[src/design/acd_defs.vh]
`ifndef ACD_DEFS_VH
`define ACD_DEFS_VH

// ----------------------------------------------------------------
// trigger qualification, in converter clock periods
// ----------------------------------------------------------------
`define ACD_TRIG_LOW_MIN    4'ha
`define ACD_TRIG_HIGH_MIN   4'ha

// ----------------------------------------------------------------
// conversion latency per bus, in converter clock periods
// ----------------------------------------------------------------
`define ACD_LAT_EARLIER     4'h8
`define ACD_LAT_LATER       4'h7

// ----------------------------------------------------------------
// input span, millivolts
// ----------------------------------------------------------------
`define ACD_HALF_NARROW_MV  9'h12c
`define ACD_HALF_WIDE_MV    9'h190
`define ACD_SPAN_NARROW_MV  18'h00258
`define ACD_SPAN_WIDE_MV    18'h00320

// ----------------------------------------------------------------
// output code reset value and clipping limits
// ----------------------------------------------------------------
`define ACD_CODE_MID        8'h80
`define ACD_CODE_MAX        8'hff
`define ACD_CODE_MIN        8'h00

// ----------------------------------------------------------------
// default wait and self-trim lengths, converter clock periods
// ----------------------------------------------------------------
`define ACD_WAIT_SHORT_DEF  17'h00400
`define ACD_WAIT_LONG_DEF   17'h10000
`define ACD_TRIM_LEN_DEF    17'h00578

`endif

[src/design/acd_defs_note_unused.v]
`default_nettype none
`default_nettype wire

[src/design/acd_sync.v]
`default_nettype none

// ----------------------------------------------------------------
// two-stage synchroniser, one lane per bit
// ----------------------------------------------------------------
module acd_sync #(
	parameter W = 1
) (
	input  wire         clk,
	input  wire         rst,
	input  wire [W-1:0] d,
	output wire [W-1:0] q
);

	reg [W-1:0] meta_reg;
	reg [W-1:0] sync_reg;

	always @(posedge clk) begin
		if (rst) begin
			meta_reg <= {W{1'b0}};
			sync_reg <= {W{1'b0}};
		end else begin
			meta_reg <= d;
			sync_reg <= meta_reg;
		end
	end

	assign q = sync_reg;

endmodule

`default_nettype wire

[src/design/acd_ctrl_demux.v]
// Overview of operation
// - A sample is taken at each falling edge of the converter clock input, except while asleep.
// - Successive samples go alternately to two buses, each at half rate, interleaved.
// - Each output word is 8 bits in offset binary.
// - Launch polarity high moves data with the strobe rising edge, low with its falling edge.
// - Sleep request high holds the block powered down, low lets it convert.
// - Trigger low for 10 periods then high for 10 periods starts self-trim.
// - The wait select picks how many periods pass after power-up before automatic self-trim.
// - Span select low gives a 600 mV full scale, high gives 800 mV.
// - Swing select high gives normal output amplitude, low gives reduced amplitude.
// - Bias select high means dc coupled inputs, low means internal bias for ac coupling.
// - Samples appear 8 periods (earlier bus) or 7 periods (later bus) after being taken.
// - The self-trim active output is high exactly while self-trim runs.
// - The earlier bus carries the first sample of a pair, the later bus the second.
// - The overrange flag rises when the input lies outside the selected span.
`include "acd_defs.vh"
`default_nettype none

module acd_ctrl_demux #(
	parameter [16:0] WAIT_SHORT_CYCLES = `ACD_WAIT_SHORT_DEF,
	parameter [16:0] WAIT_LONG_CYCLES  = `ACD_WAIT_LONG_DEF,
	parameter [16:0] TRIM_CYCLES       = `ACD_TRIM_LEN_DEF
) (
	input  wire        sys_clk,
	input  wire        rst,
	input  wire        conv_clk_pin,
	input  wire [10:0] vin_mv,
	input  wire        selftrim_trigger,
	input  wire        selftrim_wait_select,
	input  wire        sleep_request,
	input  wire        input_span_select,
	input  wire        swing_select,
	input  wire        input_bias_select,
	input  wire        launch_polarity_select,
	output reg  [7:0]  earlier_bus,
	output reg  [7:0]  later_bus,
	output reg         output_strobe,
	output reg         overrange_flag,
	output reg         selftrim_active,
	output reg         power_down,
	output reg         span_wide,
	output reg         swing_normal,
	output reg         internal_bias_en
);

	// ----------------------------------------------------------------
	// states
	// ----------------------------------------------------------------
	localparam [1:0] ST_WAIT  = 2'h0;
	localparam [1:0] ST_RUN   = 2'h1;
	localparam [1:0] ST_TRIM  = 2'h2;
	localparam [1:0] ST_SLEEP = 2'h3;

	// ----------------------------------------------------------------
	// pin synchronisers
	// ----------------------------------------------------------------
	wire [7:0]  pins_s;
	wire [10:0] vin_s;

	acd_sync #(
		.W (8)
	) u_sync_pins (
		.clk (sys_clk),
		.rst (rst),
		.d   ({conv_clk_pin, selftrim_trigger, selftrim_wait_select, sleep_request,
		       input_span_select, swing_select, input_bias_select, launch_polarity_select}),
		.q   (pins_s)
	);

	// lanes may skew by a cycle; vin is steady long before a conv fall is seen
	acd_sync #(
		.W (11)
	) u_sync_vin (
		.clk (sys_clk),
		.rst (rst),
		.d   (vin_mv),
		.q   (vin_s)
	);

	wire conv_s   = pins_s[7];
	wire trig_s   = pins_s[6];
	wire waitsel_s = pins_s[5];
	wire sleep_s  = pins_s[4];
	wire span_s   = pins_s[3];
	wire swing_s  = pins_s[2];
	wire bias_s   = pins_s[1];
	wire pol_s    = pins_s[0];

	// ----------------------------------------------------------------
	// converter clock edge finder
	// ----------------------------------------------------------------
	// resets to the cleared synchroniser level, so no false fall after reset
	reg  conv_prev_reg;
	wire conv_fall = conv_prev_reg & ~conv_s;

	always @(posedge sys_clk) begin
		if (rst)
			conv_prev_reg <= 1'b0;
		else
			conv_prev_reg <= conv_s;
	end

	// ----------------------------------------------------------------
	// quantiser
	// ----------------------------------------------------------------
	wire signed [11:0] vin_ext   = {vin_s[10], vin_s};
	wire        [8:0]  half_mv   = span_s ? `ACD_HALF_WIDE_MV : `ACD_HALF_NARROW_MV;
	wire signed [11:0] shifted   = vin_ext + $signed({3'h0, half_mv});
	wire signed [11:0] span_full = $signed({2'h0, half_mv, 1'b0});
	wire               ovr_lo    = shifted < 12'sh000;
	wire               ovr_hi    = shifted > span_full;
	wire        [17:0] scaled    = {shifted[9:0], 8'h00};
	wire        [17:0] quot      = span_s ? (scaled / `ACD_SPAN_WIDE_MV)
	                                      : (scaled / `ACD_SPAN_NARROW_MV);
	reg         [7:0]  code;

	always @* begin
		if (ovr_lo)
			code = `ACD_CODE_MIN;
		else if (ovr_hi || (quot[17:8] != 10'h000))
			code = `ACD_CODE_MAX;
		else
			code = quot[7:0];
	end

	// ----------------------------------------------------------------
	// self-trim trigger qualifier
	// ----------------------------------------------------------------
	// a high run cut short disarms; a fresh low run is needed
	reg [3:0] low_cnt_reg;
	reg [3:0] high_cnt_reg;
	reg       armed_reg;
	reg       trim_req_reg;

	always @(posedge sys_clk) begin
		if (rst) begin
			low_cnt_reg  <= 4'h0;
			high_cnt_reg <= 4'h0;
			armed_reg    <= 1'b0;
			trim_req_reg <= 1'b0;
		end else begin
			trim_req_reg <= 1'b0;
			if (conv_fall) begin
				if (!trig_s) begin
					high_cnt_reg <= 4'h0;
					if (low_cnt_reg != `ACD_TRIG_LOW_MIN)
						low_cnt_reg <= low_cnt_reg + 4'h1;
					armed_reg <= (low_cnt_reg >= (`ACD_TRIG_LOW_MIN - 4'h1));
				end else begin
					low_cnt_reg <= 4'h0;
					if (armed_reg) begin
						if (high_cnt_reg == (`ACD_TRIG_HIGH_MIN - 4'h1)) begin
							trim_req_reg <= 1'b1;
							armed_reg    <= 1'b0;
							high_cnt_reg <= 4'h0;
						end else begin
							high_cnt_reg <= high_cnt_reg + 4'h1;
						end
					end
				end
			end
		end
	end

	// ----------------------------------------------------------------
	// power-up wait, self-trim and sleep sequencer
	// ----------------------------------------------------------------
	reg  [1:0]  state_reg;
	reg  [1:0]  state_next;
	reg  [16:0] cnt_reg;
	reg  [16:0] cnt_next;
	wire [16:0] wait_target = waitsel_s ? WAIT_LONG_CYCLES : WAIT_SHORT_CYCLES;

	always @* begin
		state_next = state_reg;
		cnt_next   = cnt_reg;
		case (state_reg)
		ST_WAIT: begin
			if (conv_fall) begin
				if (cnt_reg >= wait_target - 17'h00001) begin
					state_next = ST_TRIM;
					cnt_next   = 17'h00000;
				end else begin
					cnt_next = cnt_reg + 17'h00001;
				end
			end
		end
		ST_RUN: begin
			if (trim_req_reg) begin
				state_next = ST_TRIM;
				cnt_next   = 17'h00000;
			end
		end
		ST_TRIM: begin
			if (conv_fall) begin
				if (cnt_reg >= TRIM_CYCLES - 17'h00001) begin
					state_next = ST_RUN;
					cnt_next   = 17'h00000;
				end else begin
					cnt_next = cnt_reg + 17'h00001;
				end
			end
		end
		ST_SLEEP: begin
			if (!sleep_s) begin
				state_next = ST_WAIT;
				cnt_next   = 17'h00000;
			end
		end
		default: begin
			state_next = ST_WAIT;
			cnt_next   = 17'h00000;
		end
		endcase
		// sleep overrides every state; waking repeats the power-up wait
		if (sleep_s) begin
			state_next = ST_SLEEP;
			cnt_next   = 17'h00000;
		end
	end

	always @(posedge sys_clk) begin
		if (rst) begin
			state_reg <= ST_WAIT;
			cnt_reg   <= 17'h00000;
		end else begin
			state_reg <= state_next;
			cnt_reg   <= cnt_next;
		end
	end

	// ----------------------------------------------------------------
	// latency pipeline and 1:2 demultiplexer
	// ----------------------------------------------------------------
	reg  [8:0] pipe_reg [0:7];
	reg        phase_reg;
	wire       sampling = conv_fall && (state_reg != ST_SLEEP);
	wire       launch   = sampling && !phase_reg;
	integer    i;

	always @(posedge sys_clk) begin
		if (rst) begin
			for (i = 0; i < 8; i = i + 1)
				pipe_reg[i] <= {1'b0, `ACD_CODE_MID};
			phase_reg <= 1'b0;
		end else if (sampling) begin
			pipe_reg[0] <= {ovr_lo | ovr_hi, code};
			for (i = 1; i < 8; i = i + 1)
				pipe_reg[i] <= pipe_reg[i-1];
			phase_reg <= ~phase_reg;
		end
	end

	// ----------------------------------------------------------------
	// output launch
	// ----------------------------------------------------------------
	always @(posedge sys_clk) begin
		if (rst) begin
			earlier_bus    <= `ACD_CODE_MID;
			later_bus      <= `ACD_CODE_MID;
			overrange_flag <= 1'b0;
			output_strobe  <= 1'b0;
		end else if (state_reg == ST_SLEEP) begin
			output_strobe  <= 1'b0;
			overrange_flag <= 1'b0;
		end else if (sampling) begin
			output_strobe <= launch ? pol_s : ~pol_s;
			// buses freeze from the edge that enters self-trim, as selftrim_active does
			if (launch && (state_next != ST_TRIM)) begin
				earlier_bus    <= pipe_reg[`ACD_LAT_EARLIER-1][7:0];
				later_bus      <= pipe_reg[`ACD_LAT_LATER-1][7:0];
				overrange_flag <= pipe_reg[`ACD_LAT_EARLIER-1][8] |
				                  pipe_reg[`ACD_LAT_LATER-1][8];
			end
		end
	end

	// ----------------------------------------------------------------
	// static mode outputs and self-trim indication
	// ----------------------------------------------------------------
	always @(posedge sys_clk) begin
		if (rst) begin
			selftrim_active  <= 1'b0;
			power_down       <= 1'b0;
			span_wide        <= 1'b0;
			swing_normal     <= 1'b0;
			internal_bias_en <= 1'b0;
		end else begin
			selftrim_active  <= (state_next == ST_TRIM);
			power_down       <= (state_next == ST_SLEEP);
			span_wide        <= span_s;
			swing_normal     <= swing_s;
			internal_bias_en <= ~bias_s;
		end
	end

endmodule

`default_nettype wire

[config.mk]
export PLATFORM = sky130hd
export DESIGN_NAME = acd_ctrl_demux
export DESIGN_NICKNAME = d
export VERILOG_FILES = /design/src/design/acd_defs_note_unused.v /design/src/design/acd_sync.v /design/src/design/acd_ctrl_demux.v
export VERILOG_INCLUDE_DIRS = /design/src /design/src/design
export SDC_FILE = /design/constraint.sdc
export NUM_CORES = 1
export LEC_CHECK = 0
export ABC_AREA = 1
export BUFFER_PORTS_ARGS = -buffer_cell sky130_fd_sc_hd__buf_4
export CAP_MARGIN = 20
export CORE_UTILIZATION = 65
export CTS_CLUSTER_SIZE = 25
export DETAILED_ROUTE_END_ITERATION = 10
export GPL_TIMING_DRIVEN = 0
export PLACE_DENSITY = 0.84
export SYNTH_ARGS = -nofsm -noshare
export SYNTH_HDL_FRONTEND = slang
export SYNTH_SLANG_ARGS = --single-unit
[constraint.sdc]
create_clock -name sys_clk -period 32.2 [get_ports sys_clk]
set_clock_uncertainty 0.05 [all_clocks]
set_input_delay 1.61 -clock sys_clk [delete_from_list [all_inputs] [get_ports sys_clk]]
set_output_delay 1.61 -clock sys_clk [all_outputs]
set_load 0.02 [all_outputs]
Word-level counts from Yosys, hierarchy flattened --
Memories as Yosys holds them, arrays and structs flattened. Cells that the tools add are included. Widths: inputs -> output; s select.
Operators by class: divide/modulo/power cells 2, reduce and logical (&&, ||, !) cells 16, $lt $le $gt $ge 5, bitwise gates (word level) 19, equality and inequality tests 13, muxes and demuxes 41, add/subtract/negate cells 5
Operators with widths (count):
- $mux 17 | 6
- $mux 9 | 8
- $pmux 17 s4 | 1
- $div 18x10->18 const B | 2
- $mux 8 | 3
- $mux 4 | 5
- $mux 18 | 1
- $add 17x1->17 const B | 1
- $ge 17x11->1 const B | 1
- $ge 17x17->1 | 1
- $sub 17x1->17 const B | 1
- $add 11x10->12 | 1
- $gt 12x11->1 | 1
- $lt 12x1->1 const B | 1
- $mux 2 | 6
- $ne 2x2->1 const B | 6
- $mux 1 | 10
- $or 1x1->1 | 10
- $reduce_bool 10->1 | 1
- $add 4x1->4 const B | 2
- $eq 2x2->1 const B | 4
- $not 1->1 | 8
- $pmux 2 s4 | 1
- $reduce_and 2->1 | 3
- 13 further kinds | 17
Storage, ports and cells: memories kept 1, register bits 92, memory bits (writable) 72, output and inout bits 23
Memories:
- pipe_reg | words 8, width 9, read ports 8, clocked after memory_dff 0, wr ports 8, RTL line acd_ctrl_demux.v:235 | reg [8:0] pipe_reg [0:7];

Longest topological paths before layout --
word-level depth 10, mapped depth 109, depth with buffers taken out 107

Modules after synthesis --
From an unflattened synthesis, not the netlist that was laid out.
Second synthesis, totals: cells, all modules 1350, area total of the unflattened synthesis 10426.2 um2
Modules (own cells, without submodules):
- acd_ctrl_demux | cells an instance 1232, instances 1, sequential area each 3243.1 um2, area each 9323.9 um2
- acd_sync at u_sync_vin | cells an instance 68, instances 1, sequential area each 440.4 um2, area each 628.1 um2
- acd_sync at u_sync_pins | cells an instance 50, instances 1, sequential area each 320.3 um2, area each 474.2 um2

Worst setup path before layout --
OpenSTA, ideal clock, no wires.
path kind register -> register, start register u_sync_pins.sync_reg[3], in the netlist u_sync_pins.q[3], end memory pipe_reg[0][0], data pin, slack 18.875 ns, buffers on the path 4, arrival time 13.017 ns, setup time 0.258 ns, stages on the path, launching flop included 100, cells stage by stage dfxtp_1 buf_6 inv_6 ha_1 inv_1 fa_1 inv_1 nand2_1 inv_1 nor2_1 o21bai_1 nand3_1 nand2_1 nor2_1 nor2_1 inv_1 ha_1 inv_1 (+64 left out) nand2_1 nor2_4 xnor2_1 ha_1 a31o_2 nand3b_1 nand2_1 nand2_1 inv_2 nand2_4 xor2_1 ha_1 a31oi_1 nand3_1 nand2_1 nand2_1 nand2_1 a21oi_1
RTL lines:
- start, declared | RTL line acd_sync.v:16 | reg [W-1:0] sync_reg;
- start signal, assigned | RTL line acd_sync.v:21 | sync_reg <= {W{1'b0}};
- start signal, assigned | RTL line acd_sync.v:24 | sync_reg <= meta_reg;
- end, declared | RTL line acd_ctrl_demux.v:235

==> flow_summary.json <==
{
  "status": "complete, no violations",
  "synth-edff-count": 72,
  "grt_overflow": 0,
  "fmax_ghz": 0.0631,
  "gp_congestion": 0.917,
  "path_delay_family": "simple AND/OR/NAND/NOR gates",
  "core_um2": 15200,
  "ctsHoldBuffers": 0,
  "dominantRegCellSynth": "dfxtp_1",
  "r2r.worst_path.cells": 97,
  "setup_viol_count_final": 0,
  "ys_ff_latch": 164,
  "critPathArrivalTime_ns": 15.96,
  "end_kind": "flip-flop",
  "io_pins": 44,
  "worst_pin_slew_ns": 0.912,
  "drv_slew": 0,
  "maxCapViolations": 0,
  "cp.depth": 97,
  "postCtsSetupRepairBufs": 0,
  "drive_above_1_share": 0.122,
  "synthToLayoutAreaGrowth_pct": 11.5,
  "syn_area_per_cell_um2": 7.39,
  "vias": 8651,
  "seq_area_frac_synth": 0.394,
  "synth_warnings": 0,
  "cp_common_cell": "nand2_1",
  "rsz0062_at_grt": "no",
  "cts_num_sinks": 164,
  "die_y_um": 127,
  "relSlewSlack": 0.392,
  "drtAntennaViolNets": 0,
  "cts_made_buffers": 17,
  "syn-num-nets": 1452,
  "antenna_found_initial": 0,
  "grt_pass1_wl_mm": 34.8,
  "drt-vias-per-instance": 5.28,
  "drt-total-wl_mm": 20.7,
  "period_needed_ns": 15.84,
  "clk_latency_ns": 0.42,
  "final_common_cell": "nand2_1",
  "drc_errors": 0,
  "rows": 45,
  "tns_ns": 0,
  "hold_depth": 1,
  "synth_cell_types": 60,
  "async_flop_share": 0,
  "path_clk_slew_ns": 0.06,
  "initial_core_util": 0.668,
  "slowest_stage": "dfxtp_1",
  "min_path_type": "reg -> reg",
  "cp-start-kind": "flip-flop",
  "cts-root-buf": "clkbuf_16",
  "largest_reg_flops": 72,
  "final_cell_mix": "nand2_1, inv_1, nor2_1",
  "final_nets": 1514,
  "avgRoutedWirePerCell_um": 12.6,
  "grt_max_degree": 74,
  "hpwl_mm": 15.0,
  "syn_inst": 1375,
  "worstSetupPathType": "reg -> reg",
  "cts_tree": "yes",
  "clk_path_buf_depth": 2,
  "htreeDepth": 4,
  "crit_fanout": 28,
  "die_area_um2": 16100,
  "synth_area_um2": 10200,
  "crit_path_max_incr_delay_ns": 0.48,
  "cts_resized": 0,
  "antennaDiodeCount": 0,
  "worst-path-buf-inv": 19,
  "firstDrtPassIters": 5,
  "grt_pass1_vias": 8058,
  "first_iter_violations": 556,
  "hold_viol": 0,
  "grt_util_all_layers": 0.265,
  "die_x_um": 127,
  "required_ns": 32.33,
  "port_buffers": 42,
  "period_share": 0.492
}
-- cell families after synthesis --
family | count (synthesis) | synth area share
simple gates | 699 | 0.315
buf+inv | 286 | 0.109
flops | 164 | 0.394
compound gates | 129 | 0.0756
fa+ha+maj | 56 | 0.0712
xor+xnor | 40 | 0.0345
mux | 1 | 0.000985
-- layout make-up --
class,instances,area [um2]
buffer,23,110
clock buffer,21,462
clock inverter,11,123
fill,1187,3870
inverter,263,995
multi-input combinational,925,5060
sequential,164,4000
tap,188,235
timing repair buffer,43,343
-- per-layer routing --
layer	part of all wire	global-route usage
met1	0.43	0.317
met2	0.52	0.495
met3	0.042	0.0348
met4	0.011	0.0756
met5	0	0
-- through the flow --
step | cell area [um2] | hold WS [ns] | setup slack [ns] | std cells | utilization
5_1_grt | 11300 | 0.360 | 15.14 | 1638 | 0.745
3_5_place_dp | 10700 | 0.343 | 16.44 | 1605 | 0.705
3_3_place_gp | 10700 | 0.323 | 16.90 | 1605 | 0.705
2_1_floorplan | 10200 | 0.313 | 18.88 | 1375 | -
6_report | 11300 | 0.344 | 16.36 | 1638 | 0.745
4_1_cts | 11300 | 0.353 | 16.40 | 1637 | 0.744
-- final timing paths --
path / start / to / slack (ns)
setup / recovery: u_sync_pins.q[3] / pipe_reg[0][0] / 16.36
hold / removal: u_sync_pins.q[1] / internal_bias_en / 0.34
hold reg to reg: u_sync_pins.q[1] / internal_bias_en / 0.34
setup reg to reg: u_sync_pins.q[3] / pipe_reg[0][0] / 16.36
-- synthesized netlist by cell type (6+ instances only) --
cell      number  area, um2
nand2_1      272       1020
inv_1        246        923
nor2_1       215        807
nand3_1       93        465
dfxtp_1       92       1840
edfxtp_1      72       2160
ha_1          53        663
o21ai_0       50        250
a21oi_1       37        185
nand2_2       31        194
xor2_1        23        201
nand4_1       19        119
clkbuf_1      18       67.6
xnor2_1       17        149
inv_2         14       52.6
or2_2         10       62.6
nand2_4        9        101
nor3_1         8       40.0
nand3_2        7       70.1
nor2_2         7       43.8
nor2_4         6       67.6
-- worst reg2reg max path: cells and delay by family, from the launching register on --
family          cells  cell delay, ns
simple gates       47            5.39
compound gates     17            3.57
fa+ha+maj          11            3.51
buf+inv            19            1.99
xor+xnor            3            0.64
flops               1            0.48
Power is not shown: default switching activity piles up to over one toggle a cycle in this logic, so the estimate is an artifact.
